## config.mk

```make
export PLATFORM = sky130hd
export DESIGN_NAME = hba_host_port
export DESIGN_NICKNAME = d
export VERILOG_FILES = /design/src/rtl/hba_pkg.sv /design/src/rtl/hba_sync.sv /design/src/rtl/hba_irq_gap.sv /design/src/rtl/hba_host_port.sv
export SDC_FILE = /design/constraint.sdc
export NUM_CORES = 1
export LEC_CHECK = 0
export BUFFER_PORTS_ARGS = -buffer_cell sky130_fd_sc_hd__buf_2
export CAP_MARGIN = 15
export CORE_MARGIN = 2
export CORE_UTILIZATION = 54
export DETAILED_ROUTE_END_ITERATION = 6
export PLACE_DENSITY = 0.81
export SYNTH_ARGS = -nofsm -noshare
export SYNTH_HDL_FRONTEND = slang
export SYNTH_HIERARCHICAL = 1
export SYNTH_SLANG_ARGS = --single-unit
```

## constraint.sdc

```tcl
create_clock -name i_clk -period 2.6 [get_ports i_clk]
set_clock_uncertainty 0.15 [all_clocks]
set_input_delay 0.39 -clock i_clk [delete_from_list [all_inputs] [get_ports i_clk]]
set_output_delay 0.39 -clock i_clk [all_outputs]
set_load 0.03 [all_outputs]
```

## src/rtl/hba_pkg.sv

```systemverilog
// package: register map, timing counts and carrier types of the host bus block
`default_nettype none
package hba_pkg;
   // ----------------------------------------------------------------
   // register offsets
   // ----------------------------------------------------------------
   localparam logic [7:0] OFS_SCSI_CONTROL_ZERO   = 8'h00;
   localparam logic [7:0] OFS_SCSI_CONTROL_ONE    = 8'h01;
   localparam logic [7:0] OFS_DESTINATION_ID      = 8'h02;
   localparam logic [7:0] OFS_SCSI_IRQ_ENABLE     = 8'h03;
   localparam logic [7:0] OFS_OWN_CHIP_ID         = 8'h04;
   localparam logic [7:0] OFS_TRANSFER_CONFIG     = 8'h05;
   localparam logic [7:0] OFS_OUTPUT_DATA_LATCH   = 8'h06;
   localparam logic [7:0] OFS_OUTPUT_CONTROL_LATCH = 8'h07;
   localparam logic [7:0] OFS_FIRST_BYTE_RECEIVED = 8'h08;
   localparam logic [7:0] OFS_INPUT_DATA_LATCH    = 8'h09;
   localparam logic [7:0] OFS_BUS_DATA_LINES      = 8'h0a;
   localparam logic [7:0] OFS_BUS_CONTROL_LINES   = 8'h0b;
   localparam logic [7:0] OFS_DMA_STATUS          = 8'h0c;
   localparam logic [7:0] OFS_SCSI_STATUS_ZERO    = 8'h0d;
   localparam logic [7:0] OFS_SCSI_STATUS_ONE     = 8'h0e;
   localparam logic [7:0] OFS_SCSI_STATUS_TWO     = 8'h0f;
   localparam logic [7:0] OFS_INTERRUPT_STATUS    = 8'h21;
   localparam logic [7:0] OFS_DMA_IRQ_ENABLE      = 8'h39;

   // ----------------------------------------------------------------
   // fields and reset values
   // ----------------------------------------------------------------
   localparam int         INTERRUPT_STATUS_DMA_PEND_BIT  = 0;
   localparam int         INTERRUPT_STATUS_SCSI_PEND_BIT = 1;
   localparam logic [7:0] INTERRUPT_STATUS_SW_MASK       = 8'hfc;
   localparam logic [7:0] REG_RESET           = 8'h00;

   // ----------------------------------------------------------------
   // timing counts
   // ----------------------------------------------------------------
   localparam int CLKS_PER_BUS_STATE = 2;
   localparam int IRQ_GAP_CLKS       = 3;
   localparam int FAIR_BUS_STATES    = 8;
   localparam int CHAIN_BUS_STATES   = 2;
   localparam int REQ_LOW_MIN_CLKS   = 2;
   localparam int FAIR_GAP_CLKS      = FAIR_BUS_STATES * CLKS_PER_BUS_STATE;
   localparam int CHAIN_GAP_CLKS     = (CHAIN_BUS_STATES * CLKS_PER_BUS_STATE
                                        > REQ_LOW_MIN_CLKS) ?
                                       CHAIN_BUS_STATES * CLKS_PER_BUS_STATE :
                                       REQ_LOW_MIN_CLKS;
   localparam int GAP_CNT_W          = 5;

   // ----------------------------------------------------------------
   // types
   // ----------------------------------------------------------------
   typedef enum {SLV_IDLE, SLV_ARMED, SLV_DATA} hba_slv_e;
   typedef enum {ARB_IDLE, ARB_REQ, ARB_MASTER, ARB_PASS, ARB_GAP} hba_arb_e;

   // read-only scsi side values shown to the host
   typedef struct packed {
      logic [7:0] first_byte_received;
      logic [7:0] input_data_latch;
      logic [7:0] bus_data_lines;
      logic [7:0] bus_control_lines;
      logic [7:0] scsi_status_one;
      logic [7:0] scsi_status_two;
   } hba_scsi_view_s;

   // writable control registers handed to the core
   typedef struct packed {
      logic [7:0] scsi_control_zero;
      logic [7:0] scsi_control_one;
      logic [7:0] destination_id;
      logic [7:0] scsi_irq_enable;
      logic [7:0] own_chip_id;
      logic [7:0] transfer_config;
      logic [7:0] output_data_latch;
      logic [7:0] output_control_latch;
      logic [7:0] interrupt_status;
      logic [7:0] dma_irq_enable;
   } hba_ctrl_s;
endpackage
`default_nettype wire

```

## src/rtl/hba_sync.sv

```systemverilog
// two-flop synchroniser for a group of pin inputs
`default_nettype none
module hba_sync #(
   parameter int              WIDTH     = 1,
   parameter logic [WIDTH-1:0] RESET_VAL = '0
) (
   // clock and reset
   input  wire logic             i_clk,
   input  wire logic             i_reset_n,
   // data
   input  wire logic [WIDTH-1:0] i_async,
   output logic      [WIDTH-1:0] o_sync
);
   logic [WIDTH-1:0] meta_q;
   logic [WIDTH-1:0] sync_q;

   always_ff @(posedge i_clk or negedge i_reset_n) begin
      if (!i_reset_n) begin
         meta_q <= RESET_VAL;
         sync_q <= RESET_VAL;
      end else begin
         meta_q <= i_async;
         sync_q <= meta_q;
      end
   end

   assign o_sync = sync_q;
endmodule // hba_sync
`default_nettype wire

```

## src/rtl/hba_irq_gap.sv

```systemverilog
// interrupt output with enforced release gap
`default_nettype none
module hba_irq_gap #(
   parameter int GAP_CLKS = 3,
   parameter int CNT_W    = 3
) (
   // clock and reset
   input  wire logic i_clk,
   input  wire logic i_reset_n,
   // control
   input  wire logic i_pending,
   input  wire logic i_release,
   // pin
   output logic      o_irq_n
);
   localparam logic [CNT_W-1:0] GAP_LAST = CNT_W'(GAP_CLKS);

   logic             irq_q;
   logic [CNT_W-1:0] gap_q;

   // ----------------------------------------------------------------
   // gap counter and output flop
   // ----------------------------------------------------------------
   always_ff @(posedge i_clk or negedge i_reset_n) begin
      if (!i_reset_n) begin
         irq_q <= 1'b0;
         gap_q <= GAP_LAST;
      end else if (irq_q && (i_release || !i_pending)) begin
         irq_q <= 1'b0;
         gap_q <= '0;
      end else if (!irq_q) begin
         if (gap_q != GAP_LAST) begin
            gap_q <= gap_q + CNT_W'(1);
         end
         irq_q <= (gap_q == GAP_LAST) && i_pending && !i_release;
      end
   end

   assign o_irq_n = !irq_q;
endmodule // hba_irq_gap
`default_nettype wire

```

## src/rtl/hba_host_port.sv

```systemverilog
// host bus slave, interrupt output and bus arbitration of the io processor
//
// Contract
// - reading dma status or scsi status zero releases the interrupt output.
// - release follows the clock edge where ready input is sampled active.
// - stacked interrupts keep the interrupt released at least 3 clocks.
// - slave access only when chip select seen at phase one after strobe.
// - next-address input ignored during slave cycles, no pipelined slave addressing.
// - mastership taken on the next phase-one edge after grant sampled.
// - grant and chained request inputs pass synchronisers before use.
// - after dropping request, wait 8 bus states before own re-request.
// - with chained request pending, wait only 2 bus states.
// - bus request stays low at least 2 clocks before rising again.
// - request bus for fetch or block move; drive only after grant.
// - own request beats simultaneous chained request.
// - grant passed to chained grant output when own need absent.
`default_nettype none
module hba_host_port
   import hba_pkg::*;
(
   // clock and reset
   input  wire logic                    i_clk,
   input  wire logic                    i_reset_n,
   // host slave pins
   input  wire logic                    i_address_strobe_n,
   input  wire logic                    i_host_chip_select_n,
   input  wire logic                    i_next_address_n,
   input  wire logic                    i_ready_in_n,
   input  wire logic                    i_write,
   input  wire logic [7:0]              i_addr,
   input  wire logic [7:0]              i_wdata,
   output logic      [7:0]              o_rdata,
   output logic                         o_rdata_oe,
   output logic                         o_ready_out_n,
   output logic                         o_irq_n,
   // arbitration pins
   input  wire logic                    i_bus_grant_in,
   input  wire logic                    i_chained_request_in,
   output logic                         o_bus_request,
   output logic                         o_chained_grant_out,
   // core side
   input  wire logic                    i_need_bus,
   input  wire logic [7:0]              i_dma_event,
   input  wire logic [7:0]              i_scsi_event,
   input  wire hba_pkg::hba_scsi_view_s i_scsi_view,
   output hba_pkg::hba_ctrl_s           o_ctrl,
   output logic                         o_bus_master,
   output logic                         o_early_address
);
   import hba_pkg::*;

   // ----------------------------------------------------------------
   // input synchronisers
   // ----------------------------------------------------------------
   logic       ads_n_s;
   logic       hcs_n_s;
   logic       na_n_s;
   logic       rdy_n_s;
   logic       write_s;
   logic [7:0] addr_s;
   logic [7:0] wdata_s;
   logic       grant_s;
   logic       chain_req_s;

   hba_sync #(.WIDTH(4), .RESET_VAL(4'hf)) u_sync_strobes (
      .i_clk     (i_clk),
      .i_reset_n (i_reset_n),
      .i_async   ({i_address_strobe_n, i_host_chip_select_n,
                   i_next_address_n, i_ready_in_n}),
      .o_sync    ({ads_n_s, hcs_n_s, na_n_s, rdy_n_s})
   );

   hba_sync #(.WIDTH(17), .RESET_VAL(17'h0)) u_sync_bus (
      .i_clk     (i_clk),
      .i_reset_n (i_reset_n),
      .i_async   ({i_write, i_addr, i_wdata}),
      .o_sync    ({write_s, addr_s, wdata_s})
   );

   hba_sync #(.WIDTH(2), .RESET_VAL(2'h0)) u_sync_arb (
      .i_clk     (i_clk),
      .i_reset_n (i_reset_n),
      .i_async   ({i_bus_grant_in, i_chained_request_in}),
      .o_sync    ({grant_s, chain_req_s})
   );

   // ----------------------------------------------------------------
   // phase tracking
   // ----------------------------------------------------------------
   logic ph1_q;
   always_ff @(posedge i_clk or negedge i_reset_n) begin
      if (!i_reset_n) begin
         ph1_q <= 1'b1;
      end else begin
         ph1_q <= !ph1_q;
      end
   end

   // ----------------------------------------------------------------
   // slave cycle state machine
   // ----------------------------------------------------------------
   hba_slv_e   slv_q;
   logic       slv_wr_q;
   logic [7:0] slv_addr_q;
   logic [7:0] slv_wdata_q;
   logic       slv_start;
   logic       slv_end;
   logic       status_rd_end;
   // chip select checked at first phase-one edge
   assign slv_start = (slv_q == SLV_ARMED) && ph1_q && !hcs_n_s;
   // cycle ends on sampled ready input
   assign slv_end   = (slv_q == SLV_DATA) && !rdy_n_s;
   always_ff @(posedge i_clk or negedge i_reset_n) begin
      if (!i_reset_n) begin
         slv_q <= SLV_IDLE;
      end else begin
         case (slv_q)
            SLV_IDLE: begin
               if (!ads_n_s) begin
                  slv_q <= SLV_ARMED;
               end
            end
            SLV_ARMED: begin
               if (ph1_q) begin
                  slv_q <= hcs_n_s ? SLV_IDLE : SLV_DATA;
               end
            end
            SLV_DATA: begin
               if (!rdy_n_s) begin
                  slv_q <= SLV_IDLE;
               end
            end
            default: begin
               slv_q <= SLV_IDLE;
            end
         endcase
      end
   end
   // address taken once, next-address never looked at here
   always_ff @(posedge i_clk or negedge i_reset_n) begin
      if (!i_reset_n) begin
         slv_wr_q    <= 1'b0;
         slv_addr_q  <= 8'h00;
         slv_wdata_q <= 8'h00;
      end else if (slv_start) begin
         slv_wr_q    <= write_s;
         slv_addr_q  <= addr_s;
         slv_wdata_q <= wdata_s;
      end
   end
   assign o_ready_out_n = !(slv_q == SLV_DATA);
   assign o_rdata_oe    = (slv_q == SLV_DATA) && !slv_wr_q;

   // ----------------------------------------------------------------
   // writable registers
   // ----------------------------------------------------------------
   logic [7:0] ctl_q [8];
   logic [7:0] interrupt_status_sw_q;
   logic [7:0] dma_irq_enable_q;
   logic       wr_commit;
   assign wr_commit = slv_end && slv_wr_q;
   always_ff @(posedge i_clk or negedge i_reset_n) begin
      if (!i_reset_n) begin
         for (int i = 0; i < 8; i++) begin
            ctl_q[i] <= REG_RESET;
         end
      end else if (wr_commit && (slv_addr_q[7:3] == 5'h00)) begin
         ctl_q[slv_addr_q[2:0]] <= slv_wdata_q;
      end
   end
   always_ff @(posedge i_clk or negedge i_reset_n) begin
      if (!i_reset_n) begin
         interrupt_status_sw_q <= REG_RESET;
         dma_irq_enable_q     <= REG_RESET;
      end else if (wr_commit) begin
         if (slv_addr_q == OFS_INTERRUPT_STATUS) begin
            interrupt_status_sw_q <= slv_wdata_q & INTERRUPT_STATUS_SW_MASK;
         end
         if (slv_addr_q == OFS_DMA_IRQ_ENABLE) begin
            dma_irq_enable_q <= slv_wdata_q;
         end
      end
   end

   // ----------------------------------------------------------------
   // sticky status, cleared by a completed read
   // ----------------------------------------------------------------
   logic [7:0] dma_status_q;
   logic [7:0] scsi_status_zero_q;
   logic       clr_dma_status;
   logic       clr_scsi_status_zero;
   // reads of either status register clear it
   assign clr_dma_status     = slv_end && !slv_wr_q && (slv_addr_q == OFS_DMA_STATUS);
   assign clr_scsi_status_zero    = slv_end && !slv_wr_q && (slv_addr_q == OFS_SCSI_STATUS_ZERO);
   assign status_rd_end = clr_dma_status || clr_scsi_status_zero;
   always_ff @(posedge i_clk or negedge i_reset_n) begin
      if (!i_reset_n) begin
         dma_status_q  <= REG_RESET;
         scsi_status_zero_q <= REG_RESET;
      end else begin
         dma_status_q  <= (dma_status_q & ~{8{clr_dma_status}}) | i_dma_event;
         scsi_status_zero_q <= (scsi_status_zero_q & ~{8{clr_scsi_status_zero}}) | i_scsi_event;
      end
   end

   // ----------------------------------------------------------------
   // interrupt output
   // ----------------------------------------------------------------
   logic dma_pend;
   logic scsi_pend;
   assign dma_pend  = |(dma_status_q & dma_irq_enable_q);
   assign scsi_pend = |(scsi_status_zero_q & ctl_q[OFS_SCSI_IRQ_ENABLE[2:0]]);
   // release on status read, then hold off 4 clocks
   hba_irq_gap #(.GAP_CLKS(IRQ_GAP_CLKS), .CNT_W(3)) u_irq (
      .i_clk     (i_clk),
      .i_reset_n (i_reset_n),
      .i_pending (dma_pend || scsi_pend),
      .i_release (status_rd_end),
      .o_irq_n   (o_irq_n)
   );

   // ----------------------------------------------------------------
   // read data
   // ----------------------------------------------------------------
   logic [7:0] interrupt_status_view;
   logic [7:0] rd_d;
   logic [7:0] rdata_q;
   always_comb begin
      interrupt_status_view                      = interrupt_status_sw_q;
      interrupt_status_view[INTERRUPT_STATUS_DMA_PEND_BIT]  = dma_pend;
      interrupt_status_view[INTERRUPT_STATUS_SCSI_PEND_BIT] = scsi_pend;
   end
   always_comb begin
      case (addr_s)
         OFS_SCSI_CONTROL_ZERO, OFS_SCSI_CONTROL_ONE, OFS_DESTINATION_ID,
         OFS_SCSI_IRQ_ENABLE, OFS_OWN_CHIP_ID, OFS_TRANSFER_CONFIG,
         OFS_OUTPUT_DATA_LATCH, OFS_OUTPUT_CONTROL_LATCH: begin
            rd_d = ctl_q[addr_s[2:0]];
         end
         OFS_FIRST_BYTE_RECEIVED: rd_d = i_scsi_view.first_byte_received;
         OFS_INPUT_DATA_LATCH:    rd_d = i_scsi_view.input_data_latch;
         OFS_BUS_DATA_LINES:      rd_d = i_scsi_view.bus_data_lines;
         OFS_BUS_CONTROL_LINES:   rd_d = i_scsi_view.bus_control_lines;
         OFS_DMA_STATUS:          rd_d = dma_status_q;
         OFS_SCSI_STATUS_ZERO:    rd_d = scsi_status_zero_q;
         OFS_SCSI_STATUS_ONE:     rd_d = i_scsi_view.scsi_status_one;
         OFS_SCSI_STATUS_TWO:     rd_d = i_scsi_view.scsi_status_two;
         OFS_INTERRUPT_STATUS:    rd_d = interrupt_status_view;
         OFS_DMA_IRQ_ENABLE:      rd_d = dma_irq_enable_q;
         default:                 rd_d = 8'h00;
      endcase
   end
   // captured at cycle start so status bits are not torn mid-read
   always_ff @(posedge i_clk or negedge i_reset_n) begin
      if (!i_reset_n) begin
         rdata_q <= 8'h00;
      end else if (slv_start) begin
         rdata_q <= rd_d;
      end
   end
   assign o_rdata = rdata_q;
   assign o_ctrl = '{
      scsi_control_zero:    ctl_q[0],
      scsi_control_one:     ctl_q[1],
      destination_id:       ctl_q[2],
      scsi_irq_enable:      ctl_q[3],
      own_chip_id:          ctl_q[4],
      transfer_config:      ctl_q[5],
      output_data_latch:    ctl_q[6],
      output_control_latch: ctl_q[7],
      interrupt_status:     interrupt_status_view,
      dma_irq_enable:       dma_irq_enable_q
   };

   // ----------------------------------------------------------------
   // bus arbitration
   // ----------------------------------------------------------------
   localparam logic [GAP_CNT_W-1:0] FAIR_LAST  = GAP_CNT_W'(FAIR_GAP_CLKS - 1);
   localparam logic [GAP_CNT_W-1:0] CHAIN_LAST = GAP_CNT_W'(CHAIN_GAP_CLKS - 1);
   hba_arb_e             arb_q;
   logic [GAP_CNT_W-1:0] gap_q;
   logic                 gap_done;
   // fairness gap, shortened by chained request
   assign gap_done = (gap_q >= FAIR_LAST) || (chain_req_s && (gap_q >= CHAIN_LAST));
   always_ff @(posedge i_clk or negedge i_reset_n) begin
      if (!i_reset_n) begin
         gap_q <= '0;
      end else if (arb_q == ARB_GAP) begin
         if (gap_q != FAIR_LAST) begin
            gap_q <= gap_q + GAP_CNT_W'(1);
         end
      end else begin
         gap_q <= '0;
      end
   end
   always_ff @(posedge i_clk or negedge i_reset_n) begin
      if (!i_reset_n) begin
         arb_q <= ARB_IDLE;
      end else begin
         case (arb_q)
            // own need checked before chained request
            ARB_IDLE: begin
               if (i_need_bus) begin
                  arb_q <= ARB_REQ;
               end else if (chain_req_s) begin
                  arb_q <= ARB_PASS;
               end
            end
            // mastership on phase-one edge after grant
            ARB_REQ: begin
               if (grant_s && ph1_q) begin
                  arb_q <= ARB_MASTER;
               end else if (!i_need_bus && !grant_s) begin
                  arb_q <= ARB_GAP;
               end
            end
            ARB_MASTER: begin
               if (!i_need_bus) begin
                  arb_q <= ARB_GAP;
               end
            end
            // pass grant unless own need arrives first
            ARB_PASS: begin
               if (!chain_req_s) begin
                  arb_q <= ARB_GAP;
               end else if (i_need_bus && !grant_s) begin
                  arb_q <= ARB_REQ;
               end
            end
            ARB_GAP: begin
               if (gap_done) begin
                  arb_q <= ARB_IDLE;
               end
            end
            default: begin
               arb_q <= ARB_IDLE;
            end
         endcase
      end
   end
   assign o_bus_request       = (arb_q == ARB_REQ) || (arb_q == ARB_MASTER) ||
                                (arb_q == ARB_PASS);
   assign o_chained_grant_out = (arb_q == ARB_PASS) && grant_s;
   assign o_bus_master        = (arb_q == ARB_MASTER);

   // ----------------------------------------------------------------
   // pipelined next address as master
   // ----------------------------------------------------------------
   logic early_q;
   always_ff @(posedge i_clk or negedge i_reset_n) begin
      if (!i_reset_n) begin
         early_q <= 1'b0;
      end else begin
         early_q <= (arb_q == ARB_MASTER) && !na_n_s;
      end
   end

   assign o_early_address = early_q && (arb_q == ARB_MASTER);
endmodule // hba_host_port
`default_nettype wire

```

Word-level counts from Yosys, hierarchy flattened
Cells that the tools add are included.
{ "totals": {"ff_bits": 240, "out_inout_bits": 95, "wordCells": 170} }
{ "op_classes": {"add_sub_neg": 2, "order_cmp": 5, "eq_ne": 46, "n_mux": 28, "n_bitwise": 10, "n_reduce_logical": 50} }
{ "ops": {"columns": ["operator", "n"], "rows": [
  ["$mux 32", 11],
  ["$eq 32x2->1 const B", 5],
  ["$pmux 32 s5", 1],
  ["$eq 32x3->1 const B", 4],
  ["$pmux 32 s3", 1],
  ["$pmux 8 s11", 1],
  ["$eq 8x4->1 const B", 10],
  ["$bwmux 64", 1],
  ["$eq 32x1->1 const B", 2],
  ["$logic_not 32->1", 2],
  ["$and 8x8->8", 4],
  ["$eq 32x4->1 const B", 1],
  ["$eq 8x3->1 const B", 4],
  ["$eq 8x6->1 const B", 4],
  ["$bmux 8 s3", 1],
  ["$demux 8 s3", 1],
  ["$mux 8", 3],
  ["$reduce_or 8->1", 3],
  ["$logic_and 1x1->1", 20],
  ["$eq 8x2->1 const B", 2],
  ["$not 8->8", 2],
  ["$or 8x8->8", 2],
  ["$ne 2x2->1 const B", 6],
  ["$logic_not 1->1", 11],
  ["other kinds (24)", 39]
]} }

Logic depth before layout (Yosys ltp)
Gate-level depths: netlist of the first run.
{ "depth": {"word_depth": 9, "ltp_mapped": 7, "ltp_nobuf": 6} }

Cells and area by module
Netlist of the first run, hierarchy kept.
{ "modules_own_cells": {"columns": ["module", "instances", "cells_each", "area_each_um2", "seq_area_each_um2"], "rows": [
  ["hba_host_port", 1, 578, 6832.8, 3279.4],
  ["hba_sync at u_sync_bus", 1, 34, 850.8, 850.8],
  ["hba_irq_gap", 1, 22, 226.5, 102.6],
  ["hba_sync at u_sync_strobes", 1, 8, 210.2, 210.2],
  ["hba_sync at u_sync_arb", 1, 4, 100.1, 100.1]
]} }

Least setup slack after synthesis of the first run
OpenSTA, ideal clock, no wires.
{ "synth_timing": {"kind": "flip-flop to output port", "from": "reg arb_q[1]", "to": "out o_early_address", "t_arrival_ns": 1.846, "path_slack_ns": 0.214, "stages_incl_launch_ff": 4, "cell_sequence": "dfrtp_1 > clkbuf_1 > nor3b_1 > and2_1"} }
{ "synth_between": {"elab_chain_cells": 2} }
{ "synth_rtl": {"columns": ["item", "line", "text"], "rows": [
  ["start: declaration", "hba_host_port.sv:280", "hba_arb_e arb_q;"],
  ["start signal: assignment", "hba_host_port.sv:298", "arb_q <= ARB_IDLE;"],
  ["start signal: assignment", "hba_host_port.sv:304", "arb_q <= ARB_REQ;"],
  ["start signal: assignment", "hba_host_port.sv:306", "arb_q <= ARB_PASS;"],
  ["$eq 32x3->1", null, null],
  ["via o_bus_master", "hba_host_port.sv:47", "output logic o_bus_master,"],
  ["$logic_and 1x1->1", "hba_host_port.sv:358", "assign o_early_address = early_q && (arb_q == ARB_MASTER);"],
  ["end: declaration", "hba_host_port.sv:48", "output logic o_early_address"]
]} }
The timed path passes the listed nets, and every way through them passes these cells.

Final worst setup path of the first run
{ "layout_timing": {"from": "reg slv_addr_q[4]", "to": "reg ctl_q (netlist bit o_ctrl[76])"} }
{ "layout_between": {"elab_chain_cells": 2} }
{ "layout_rtl": {"columns": ["item", "line", "text"], "rows": [
  ["start: declaration", "hba_host_port.sv:104", "logic [7:0] slv_addr_q;"],
  ["start signal: assignment", "hba_host_port.sv:147", "slv_addr_q <= addr_s;"],
  ["$logic_not 5->1", "hba_host_port.sv:167", "end else if (wr_commit && (slv_addr_q[7:3] == 5'h00)) begin"],
  ["$logic_and 1x1->1", "hba_host_port.sv:167", null],
  ["end signal: indexed assignment", "hba_host_port.sv:168", "ctl_q[slv_addr_q[2:0]] <= slv_wdata_q;"],
  ["end: declaration", "hba_host_port.sv:157", "logic [7:0] ctl_q [8];"]
]} }
No other way between the ends.
A chain may end at the register's enable or synchronous reset.

==> results of run 1 <==
[worst paths after layout]
path	startpoint	end	slack, ps	cells after the start
hold / removal	i_scsi_event[1]	scsi_status_zero_q[1]	10	2
min in group asynchronous	i_reset_n	u_sync_bus/o_sync[1]	270	2
setup / recovery	slv_addr_q[4]	o_ctrl[76]	210	4
max in group asynchronous	i_reset_n	u_irq/gap_q[0]	1250	3
hold reg to reg	u_sync_arb/meta_q[0]	u_sync_arb/o_sync[0]	200	0
setup reg to reg	slv_addr_q[4]	o_ctrl[76]	210	4
[layout by cell type, fill, tap and decap left out, drive strengths merged, types with 4 or more instances in the layout]
| master | count |
|---|---|
| dlygate4sd3 | 33 |
| a22o | 5 |
| clkinvlp | 4 |
| a22oi | 17 |
| mux2i | 12 |
| a31oi | 9 |
| nor4 | 5 |
| inv | 10 |
| a32o | 6 |
| nor2b | 9 |
| dfrtp | 170 |
| ha | 4 |
| o22ai | 4 |
| mux4 | 17 |
| dfstp | 11 |
| and3 | 4 |
| a21oi | 17 |
| a211oi | 5 |
| o21ai | 12 |
| mux2 | 88 |
| nand2 | 74 |
| and2 | 7 |
| nand3 | 11 |
| nor3 | 7 |
| buf | 207 |
| nor2 | 29 |
| a32oi | 4 |
| bufinv | 4 |
| nand2b | 5 |
| clkbuf | 20 |
| a21o | 17 |
[critical path: stages (launching register included)]
cell and delay (ps):
dfrtp_1 430, nor4_4 350, nand2_4 160, or4_1 780, mux2_4 400
[logic make-up after synthesis]
logic type / after synthesis / share of synthesized area
simple gates: 175 / 0.1167
fa+ha+maj: 4 / 0.006089
mux: 117 / 0.1927
compound gates: 112 / 0.09848
flops: 181 / 0.5527
buf+inv: 52 / 0.02801
xor+xnor: 5 / 0.005328
[area by class of cell]
class	count	area, sq um
fill	1091	4671
sequential	181	4546
multi-input combinational	413	3447
timing repair buffer	240	1480
clock buffer	20	446.7
tap	188	235.2
clock inverter	12	177.7
inverter	8	30.03
[layer usage]
layer,GRT usage,part of all wire,vias to the layer above
met1,0.3995,0.42,3146
li1,-,-,2795
met5,0,0,-
met2,0.4678,0.47,332
met4,0.09502,0.021,0
met3,0.07747,0.090,38
[sequential cells by signal (all words and copies together), names as in the netlist]
register               flops
u_sync_bus/meta_q         17
interrupt_status_sw_q      6
slv_wr_q                   1
o_ctrl                    64
u_sync_strobes/o_sync      4
u_sync_strobes/meta_q      4
early_q                    1
u_sync_bus/o_sync         17
slv_wdata_q                8
scsi_status_zero_q         8
o_rdata                    8
slv_q                      2
u_irq/irq_q                1
arb_q                      3
u_irq/gap_q                3
dma_status_q               8
u_sync_arb/meta_q          2
u_sync_arb/o_sync          2
gap_q                      5
slv_addr_q                 8
dma_irq_enable_q           8
ph1_q                      1
[timing repair]
action	4_1_cts	5_1_grt
setup endpoints to repair	0	0
hold buffers	33	0
endpoints found under the hold margin	67	0
[report_power, final]
| part | switching [mW] | internal, mW |
|---|---|---|
| Combinational | 0.658 | 0.499 |
| Clock | 1.07 | 1.64 |
| Sequential | 0.469 | 3.08 |
| Total | 2.20 | 5.22 |
[per-stage QoR]
step / hold slack, ps / instance area, sq um / std cells / setup slack [ps] / total power, mW
after CTS: 2.930 / 10360 / 1062 / 209.6 / 7.427
after global placement: 160.4 / 9408 / 997 / 275.8 / 4.649
final: 12.71 / 10360 / 1062 / 208.7 / 7.416
after detailed placement: 166.0 / 9408 / 997 / 214.4 / 4.698
after floorplan: -55.59 / 8220 / 646 / 214.5 / 4.229
after global routing: 5.542 / 10360 / 1062 / 106.9 / 7.719
==> results.toml, run 1 <==
[setup_path]
crit_fanout = 8
cp-start-kind = "register"
end_kind = "register"
required_ps = 2770
worst-setup-path-type = "reg2reg"
critPathArrivalTime_ps = 2560

[route]
vias = 6311
antenna_left = 0
drc = 0
routed_wl_microns = 23070
vias_per_cell = 5.943
first_pass_iters = 5
wl_per_cell_microns = 21.72
drtIter0Drc = 484

[yosys]
synth_top_area_share = 0.5175
synthCells = 646
ys.warnings.count = 6
synth_nets = 740
ys.flop_type = "dfrtp_1"
yosysTopAreaCell = "dfrtp_1"
avgSynthCellArea_sq_um = 12.73
synth-seq-cells = 181
synth-edff-count = 0
yosys-top-cells-area = "dfrtp_1, mux2_2, mux4_2"
netlist_area_sq_mm = 0.008220
yosysMostFrequentCell = "dfrtp_1"
yosysSeqAreaShare = 0.5527
yosys-top-cells-count = "dfrtp_1, nand2_1, mux2_2, clkbuf_1, nor2_1"
synth_cell_types = 66
async_flop_share = 1.000

[floorplan]
io_pins = 185
die_w_microns = 127.4
die_h_microns = 127.4
num_rows = 45
die-area_sq_mm = 0.01623
initial_core_util = 0.5468
core_area_sq_mm = 0.01503

[clock_network]
tritoncts = "yes"
cts_root_buffer = "clkbuf_16"
h-tree-depth = 4
postCtsSetupBuffers = 0
clkTransAtPathRegs_ps = 70
clock-sinks = 181
cts_buffers = 17
clock_latency_ps = 430
cts.path.max_buffers = 2
ctsResizeCount = 0

[timing]
hold_violations = 0
rsz0062_at_grt = "no"
period_minus_slack_ps = 2391
finalSetupViolations = 0
maxSlewHeadroom = 0.5714
worst_pin_slew_ps = 638.1
finalSetupTns_ps = 0
drv_slew = 0
max_freq_mhz = 418.2
period_share = 0.9197

[hold_path]
hold_class = "in2reg"

[pwr]
power.density_mw_per_mm2 = 715.7
leakage_nw = 5.094
ir_worst_vdd_mv = 0.4317

[grt]
grt_max_degree = 68
grt_pass1_vias = 6307
grtUsageTotal = 0.2940
grt.overflow.total = 0
antenna_found_initial = 0
grt_pass1_wl_microns = 35660

[finish]
fin_util = 0.6893
antennaDiodeCount = 0
syn_to_final_growth_pct = 26.06
drive_gt1_frac = 0.4245
final_nets = 955

[placed_design]
gp_congestion = 0.9283
io_buffer_count = 184
dpl.hpwl_microns = 16690

[outcome]
outcome = "completed"

[run]
cap_violations = 0
(Power assumes the default switching activity.)
==> run 2: changes to the inputs <==
--- a/config.mk
+++ b/config.mk
@@ -10,7 +10,7 @@
 export CORE_MARGIN = 2
 export CORE_UTILIZATION = 54
 export DETAILED_ROUTE_END_ITERATION = 6
-export PLACE_DENSITY = 0.81
+export PLACE_DENSITY = 0.88
 export SYNTH_ARGS = -nofsm -noshare
 export SYNTH_HDL_FRONTEND = slang
 export SYNTH_HIERARCHICAL = 1
==> results.toml, run 2 (synthesized netlist as in run 1, its figures left out) <==
[outcome]
outcome = "completed"

[finish]
mostFrequentLayoutCell = "buf_2"
design_area_sq_mm = 0.01036
largest_reg_flops = 64
syn_to_final_growth_pct = 26.07
most-common-layout-cells = "buf_2, dfrtp_1, nand2_1"
antennaDiodeCount = 0
final_nets = 954
drive_gt1_frac = 0.4266

[grt]
grt.overflow.total = 0
grt_pass1_vias = 6711
grt_pass1_wl_microns = 37690
grt_max_degree = 61
grtUsageTotal = 0.3111
antenna_found_initial = 0

[placed_design]
postPlaceCellArea_sq_mm = 0.009408
dpl.hpwl_microns = 16950
gp_congestion = 0.9615
io_buffer_count = 184

[pwr]
p_comb_frac = 0.157
p_clk_frac = 0.371
switching_share = 0.3065
ir_worst_vdd_mv = 0.5065
power_switching_mw = 2.311
leakage_nw = 5.107
power.internal_mw = 5.230
seq_power_share = 0.472
power.density_mw_per_mm2 = 727.6

[timing]
finalSetupTns_ps = 0
period_share = 0.9648
finalSetupViolations = 0
hold_violations = 0
maxSlewHeadroom = 0.5723
max_freq_mhz = 398.6
rsz0062_at_grt = "no"
worst_pin_slew_ps = 636.8
period_minus_slack_ps = 2509
drv_slew = 0

[run]
cap_violations = 0

[floorplan]
initial_core_util = 0.5468
io_pins = 185
die-area_sq_mm = 0.01623
core_area_sq_mm = 0.01503
die_h_microns = 127.4
die_w_microns = 127.4
num_rows = 45

[clock_network]
ctsResizeCount = 0
cts.path.max_buffers = 2
cts_buffers = 17
cts_root_buffer = "clkbuf_16"
h-tree-depth = 4
clock_latency_ps = 440
tritoncts = "yes"
clock-sinks = 181
clkTransAtPathRegs_ps = 70

[setup_path]
rr_startpoint = "slv_addr_q[4]"
regToRegEndpoint = "o_ctrl[36]"
end_kind = "register"
r2r_slack_ps = 90
required_ps = 2770
startpoint = "slv_addr_q[4]"
cp-start-kind = "register"
reg2reg_depth = 4
worst-setup-path-type = "reg2reg"
critPathArrivalTime_ps = 2680
crit_fanout = 8

[route]
antenna_left = 0
first_pass_iters = 5
wl_per_cell_microns = 23.04
routed_wl_microns = 24420
drc = 0
vias_per_cell = 6.161
vias = 6531
drtIter0Drc = 580

[hold_path]
hold_path_startpoint = "i_dma_event[5]"
holdPathStages = 2
hold_end = "dma_status_q[5]"
hold_class = "in2reg"
## run 2: changes by cell type in the layout (fill, tap and decap cells not counted)
cell	change
inv_8	+1
inv_6	+1
clkbuf_1	-2
clkinv_2	-1
clkinv_4	+3
clkinvlp_4	-3
dlygate4sd3_1	-1
## run 2: power by group through the flow
stage | logic, mW | registers [mW] | clock network, mW
after floorplan | 0.865 | 3.36 | 0
after global placement | 1.08 | 3.56 | 0
after detailed placement | 1.13 | 3.58 | 0
after CTS | 1.18 | 3.54 | 2.81
after global routing | 1.28 | 3.60 | 2.92
final | 1.18 | 3.56 | 2.80
## run 2: through the flow
step | std cells | setup WS, ps | power (mW) | hold slack, ps | utilization
after CTS | 1060 | 111.4 | 7.530 | 0.1005 | 0.6894
after floorplan | 646 | 214.5 | 4.229 | -55.59 | -
after global routing | 1060 | 50.81 | 7.801 | 8.370 | 0.6894
after global placement | 997 | 272.3 | 4.633 | 183.0 | 0.6258
after detailed placement | 997 | 134.4 | 4.712 | 184.7 | 0.6258
final | 1060 | 91.50 | 7.540 | 3.143 | 0.6894
## run 2: worst max-delay path, cell delays in order (launching register included)
cell	delay, ps
dfrtp_1	440
nor4_4	380
nand2_4	170
or4b_1	820
mux2_4	420
## run 2: how the worst max path moves through the flow
stage / end / cells after the start
after floorplan: o_early_address / 3
after global placement: o_ctrl[73] / 4
after detailed placement: o_ctrl[36] / 4
after CTS: o_ctrl[36] / 4
after global routing: o_ctrl[36] / 4
final: o_ctrl[36] / 4
## run 2: repair_timing
item | CTS | global route
hold endpoints to repair | 88 | 0
hold buffers | 32 | 0
buffers inserted | 0 | 0
## run 2: layer usage
layer / track usage / vias to the layer above / part of all wire
met5: 0 / - / 0
met4: 0.1267 / 0 / 0.032
met3: 0.08585 / 75 / 0.10
met2: 0.5087 / 437 / 0.48
met1: 0.3960 / 3226 / 0.38
li1: - / 2793 / -
## run 2: area by class of cell
class                      instances  area (sq um)
clock buffer                      18         439.2
multi-input combinational        413          3447
fill                            1016          4669
timing repair buffer             239          1470
tap                              188         235.2
clock inverter                    13         196.4
sequential                       181          4546
inverter                           8         30.03
==> run 3: changes to the inputs <==
--- a/config.mk
+++ b/config.mk
@@ -8,10 +8,9 @@
 export BUFFER_PORTS_ARGS = -buffer_cell sky130_fd_sc_hd__buf_2
 export CAP_MARGIN = 15
 export CORE_MARGIN = 2
-export CORE_UTILIZATION = 54
+export CORE_UTILIZATION = 49
 export DETAILED_ROUTE_END_ITERATION = 6
-export PLACE_DENSITY = 0.88
+export PLACE_DENSITY = 0.84
 export SYNTH_ARGS = -nofsm -noshare
 export SYNTH_HDL_FRONTEND = slang
-export SYNTH_HIERARCHICAL = 1
 export SYNTH_SLANG_ARGS = --single-unit
==> constraint.sdc (replaced) <==
create_clock -name i_clk -period 2.1 [get_ports i_clk]
set_clock_uncertainty 0.15 [all_clocks]
set_input_delay 0.315 -clock i_clk [delete_from_list [all_inputs] [get_ports i_clk]]
set_output_delay 0.315 -clock i_clk [all_outputs]
set_load 0.03 [all_outputs]
==> results.toml, run 3 <==
[route]
wl_per_cell_microns = 21.37
first_pass_iters = 5
drtIter0Drc = 654
vias = 6467
vias_per_cell = 5.795
drc = 0
antenna_left = 0
routed_wl_microns = 23840

[setup_path]
end_kind = "register"
crit_fanout = 8
slowest_delay_ps = 430
required_ps = 2280
crit_chain = "nor3_4, and3_4, nand3_4, nor3b_4, buf_12, mux2_2"
cp-start-kind = "register"
critPathArrivalTime_ps = 2250
worst-setup-path-type = "reg2reg"
cp_slowest_cell = "dfrtp_1"

[yosys]
synth_cell_types = 71
yosysMostFrequentCell = "dfrtp_1"
synth_nets = 720
yosys-top-cells-count = "dfrtp_1, nand2_1, mux2_2, nor2_1"
synth_simple_gate_area_frac = 0.1183
synthCells = 626
synth_compound_area_frac = 0.08606
synth_top_family_by_area = "multiplexers"
synth_top_area_share = 0.5216
ys.warnings.count = 0
yosysSeqAreaShare = 0.5570
synth-edff-count = 0
ys.flop_type = "dfrtp_1"
yosys.area_share.xor_xnor = 0.003221
netlist_area_sq_mm = 0.008157
synth-seq-cells = 181
async_flop_share = 1.000
synth_adder_area_share = 0.006136
synthMuxAreaShare = 0.1937
avgSynthCellArea_sq_um = 13.03
yosys-top-cells-area = "dfrtp_1, mux2_2, mux4_2"
yosysTopAreaCell = "dfrtp_1"

[timing]
maxSlewHeadroom = 0.6373
max_freq_mhz = 482.7
period_share = 0.9865
worst_pin_slew_ps = 544.1
hold_violations = 0
setup_ws_ps = 28.36
finalSetupViolations = 0
drv_slew = 0
rsz0062_at_grt = "yes"
period_minus_slack_ps = 2072
whs_ps = 122.2

[floorplan]
num_rows = 47
core_area_sq_mm = 0.01641
initial_core_util = 0.4971
die-area_sq_mm = 0.01769
die_h_microns = 133.0
die_w_microns = 133.0
io_pins = 185

[outcome]
outcome = "completed"

[clock_network]
clock-sinks = 181
tritoncts = "yes"
cts_root_buffer = "clkbuf_16"
cts_buffers = 17
clock_latency_ps = 440
clkTransAtPathRegs_ps = 70
cts.path.max_buffers = 2
h-tree-depth = 4

[placed_design]
io_buffer_count = 184
postPlaceCellArea_sq_mm = 0.009558
place_ws_ps = 18.83
gp_congestion = 0.8992
dpl.hpwl_microns = 16000
dpl.cell_count = 1033

[finish]
largest_reg_flops = 64
mostFrequentLayoutCell = "buf_2"
final_nets = 977
fin_cells = 1116
fillers = 1122
drive_gt1_frac = 0.4754
design_area_sq_mm = 0.01074
most-common-layout-cells = "buf_2, dfrtp_1, nand2_1"
syn_to_final_growth_pct = 31.69
antennaDiodeCount = 0

[pwr]
leakage_nw = 5.287
power.density_mw_per_mm2 = 849.0
ir_worst_vdd_mv = 0.7349
p_total_mw = 9.119

[grt]
antenna_found_initial = 0
grt_pass1_vias = 6446
grt.overflow.total = 0
grt_pass1_wl_microns = 35700
grtUsageTotal = 0.2677
grt_max_degree = 55

[run]
cap_violations = 0

[hold_path]
hold_class = "in2reg"
## run 3: cell count changes in the layout (fill, tap and decap cells not counted), moves of 5 or more
| cell | before | now |
|---|---|---|
| dlygate4sd3_1 | 32 | 40 |
| buf_12 | 4 | 10 |
| mux2_4 | 24 | 19 |
| a32o_1 | 6 | 1 |
| buf_4 | 19 | 42 |
| a21oi_1 | 17 | 7 |
| nand2_1 | 73 | 81 |
| nand3_1 | 11 | 4 |
| nor2_1 | 28 | 19 |
| a31oi_1 | 9 | 2 |
## run 3: cell families (layout without fill, tap and decap cells)
kind of cell | Yosys count | in the layout
AND/OR/NAND/NOR | 172 | 172
AO/OA/AOI/OAI | 95 | 95
flip-flops | 181 | 181
adder cells (fa/ha/maj) | 4 | 4
XOR/XNOR | 3 | 3
multiplexers | 121 | 121
buffers and inverters | 50 | 320
## run 3: power breakdown
part / leakage, nW / internal (mW) / switching [mW]
logic: 2.73 / 0.706 / 0.851
clock network: 0.281 / 1.69 / 1.49
registers: 2.28 / 3.81 / 0.578
total: 5.29 / 6.20 / 2.92
## run 3: critical path, delay by kind of cell, from the launching register on
| family | cells | cell delay, ps |
|---|---|---|
| AND/OR/NAND/NOR | 4 | 880 |
| flip-flops | 1 | 430 |
| buffers and inverters | 1 | 170 |
| multiplexers | 1 | 340 |
## run 3: routing by layer
layer	wire length [microns]	global-route usage	vias up
met1	8827	0.3277	3189
met2	11650	0.4453	390
met5	0	0	-
met3	2011	0.06015	97
li1	-	-	2791
met4	1352	0.1416	0
## run 3: cell type report
| type | count | area (sq um) | area share |
|---|---|---|---|
| clock buffers | 17 | 425.4 | 0.03960 |
| clock inverters | 15 | 166.4 | 0.01549 |
| inverters | 12 | 45.04 | 0.004193 |
| multi-input cells | 395 | 3433 | 0.3196 |
| flip-flops and latches | 181 | 4547 | 0.4233 |
| well taps | 220 | 275.3 | 0.02563 |
| repair buffers | 276 | 1849 | 0.1722 |
## run 3: what timing repair did
item                                   4_1_cts  5_1_grt
resized for setup                           10       23
hold buffers                                40        0
endpoints found under the hold margin       78        0
setup endpoints to repair                    1       40
setup buffers                                6        6
cloned                                       0        0
pin swaps                                    2        9
## run 3: final timing paths
| kind | startpoint | to | slack, ps | cells past startpoint |
|---|---|---|---|---|
| min reg2reg | u_sync_bus.meta_q[0] | u_sync_bus.o_sync[0] | 200 | 0 |
| max | slv_addr_q[6] | o_ctrl[48] | 30 | 6 |
| max reg2reg | slv_addr_q[6] | o_ctrl[48] | 30 | 6 |
| max in group asynchronous | i_reset_n | u_sync_bus.o_sync[3] | 940 | 3 |
| min | i_need_bus | arb_q[1] | 120 | 4 |
| min in group asynchronous | i_reset_n | u_sync_arb.o_sync[1] | 250 | 2 |
## run 3: per-stage QoR
step                setup TNS, ps    util
floorplan                       0       -
global placement                0  0.5826
detailed placement              0  0.5826
CTS                             0  0.6472
global route               -110.3  0.6547
finish                          0  0.6547
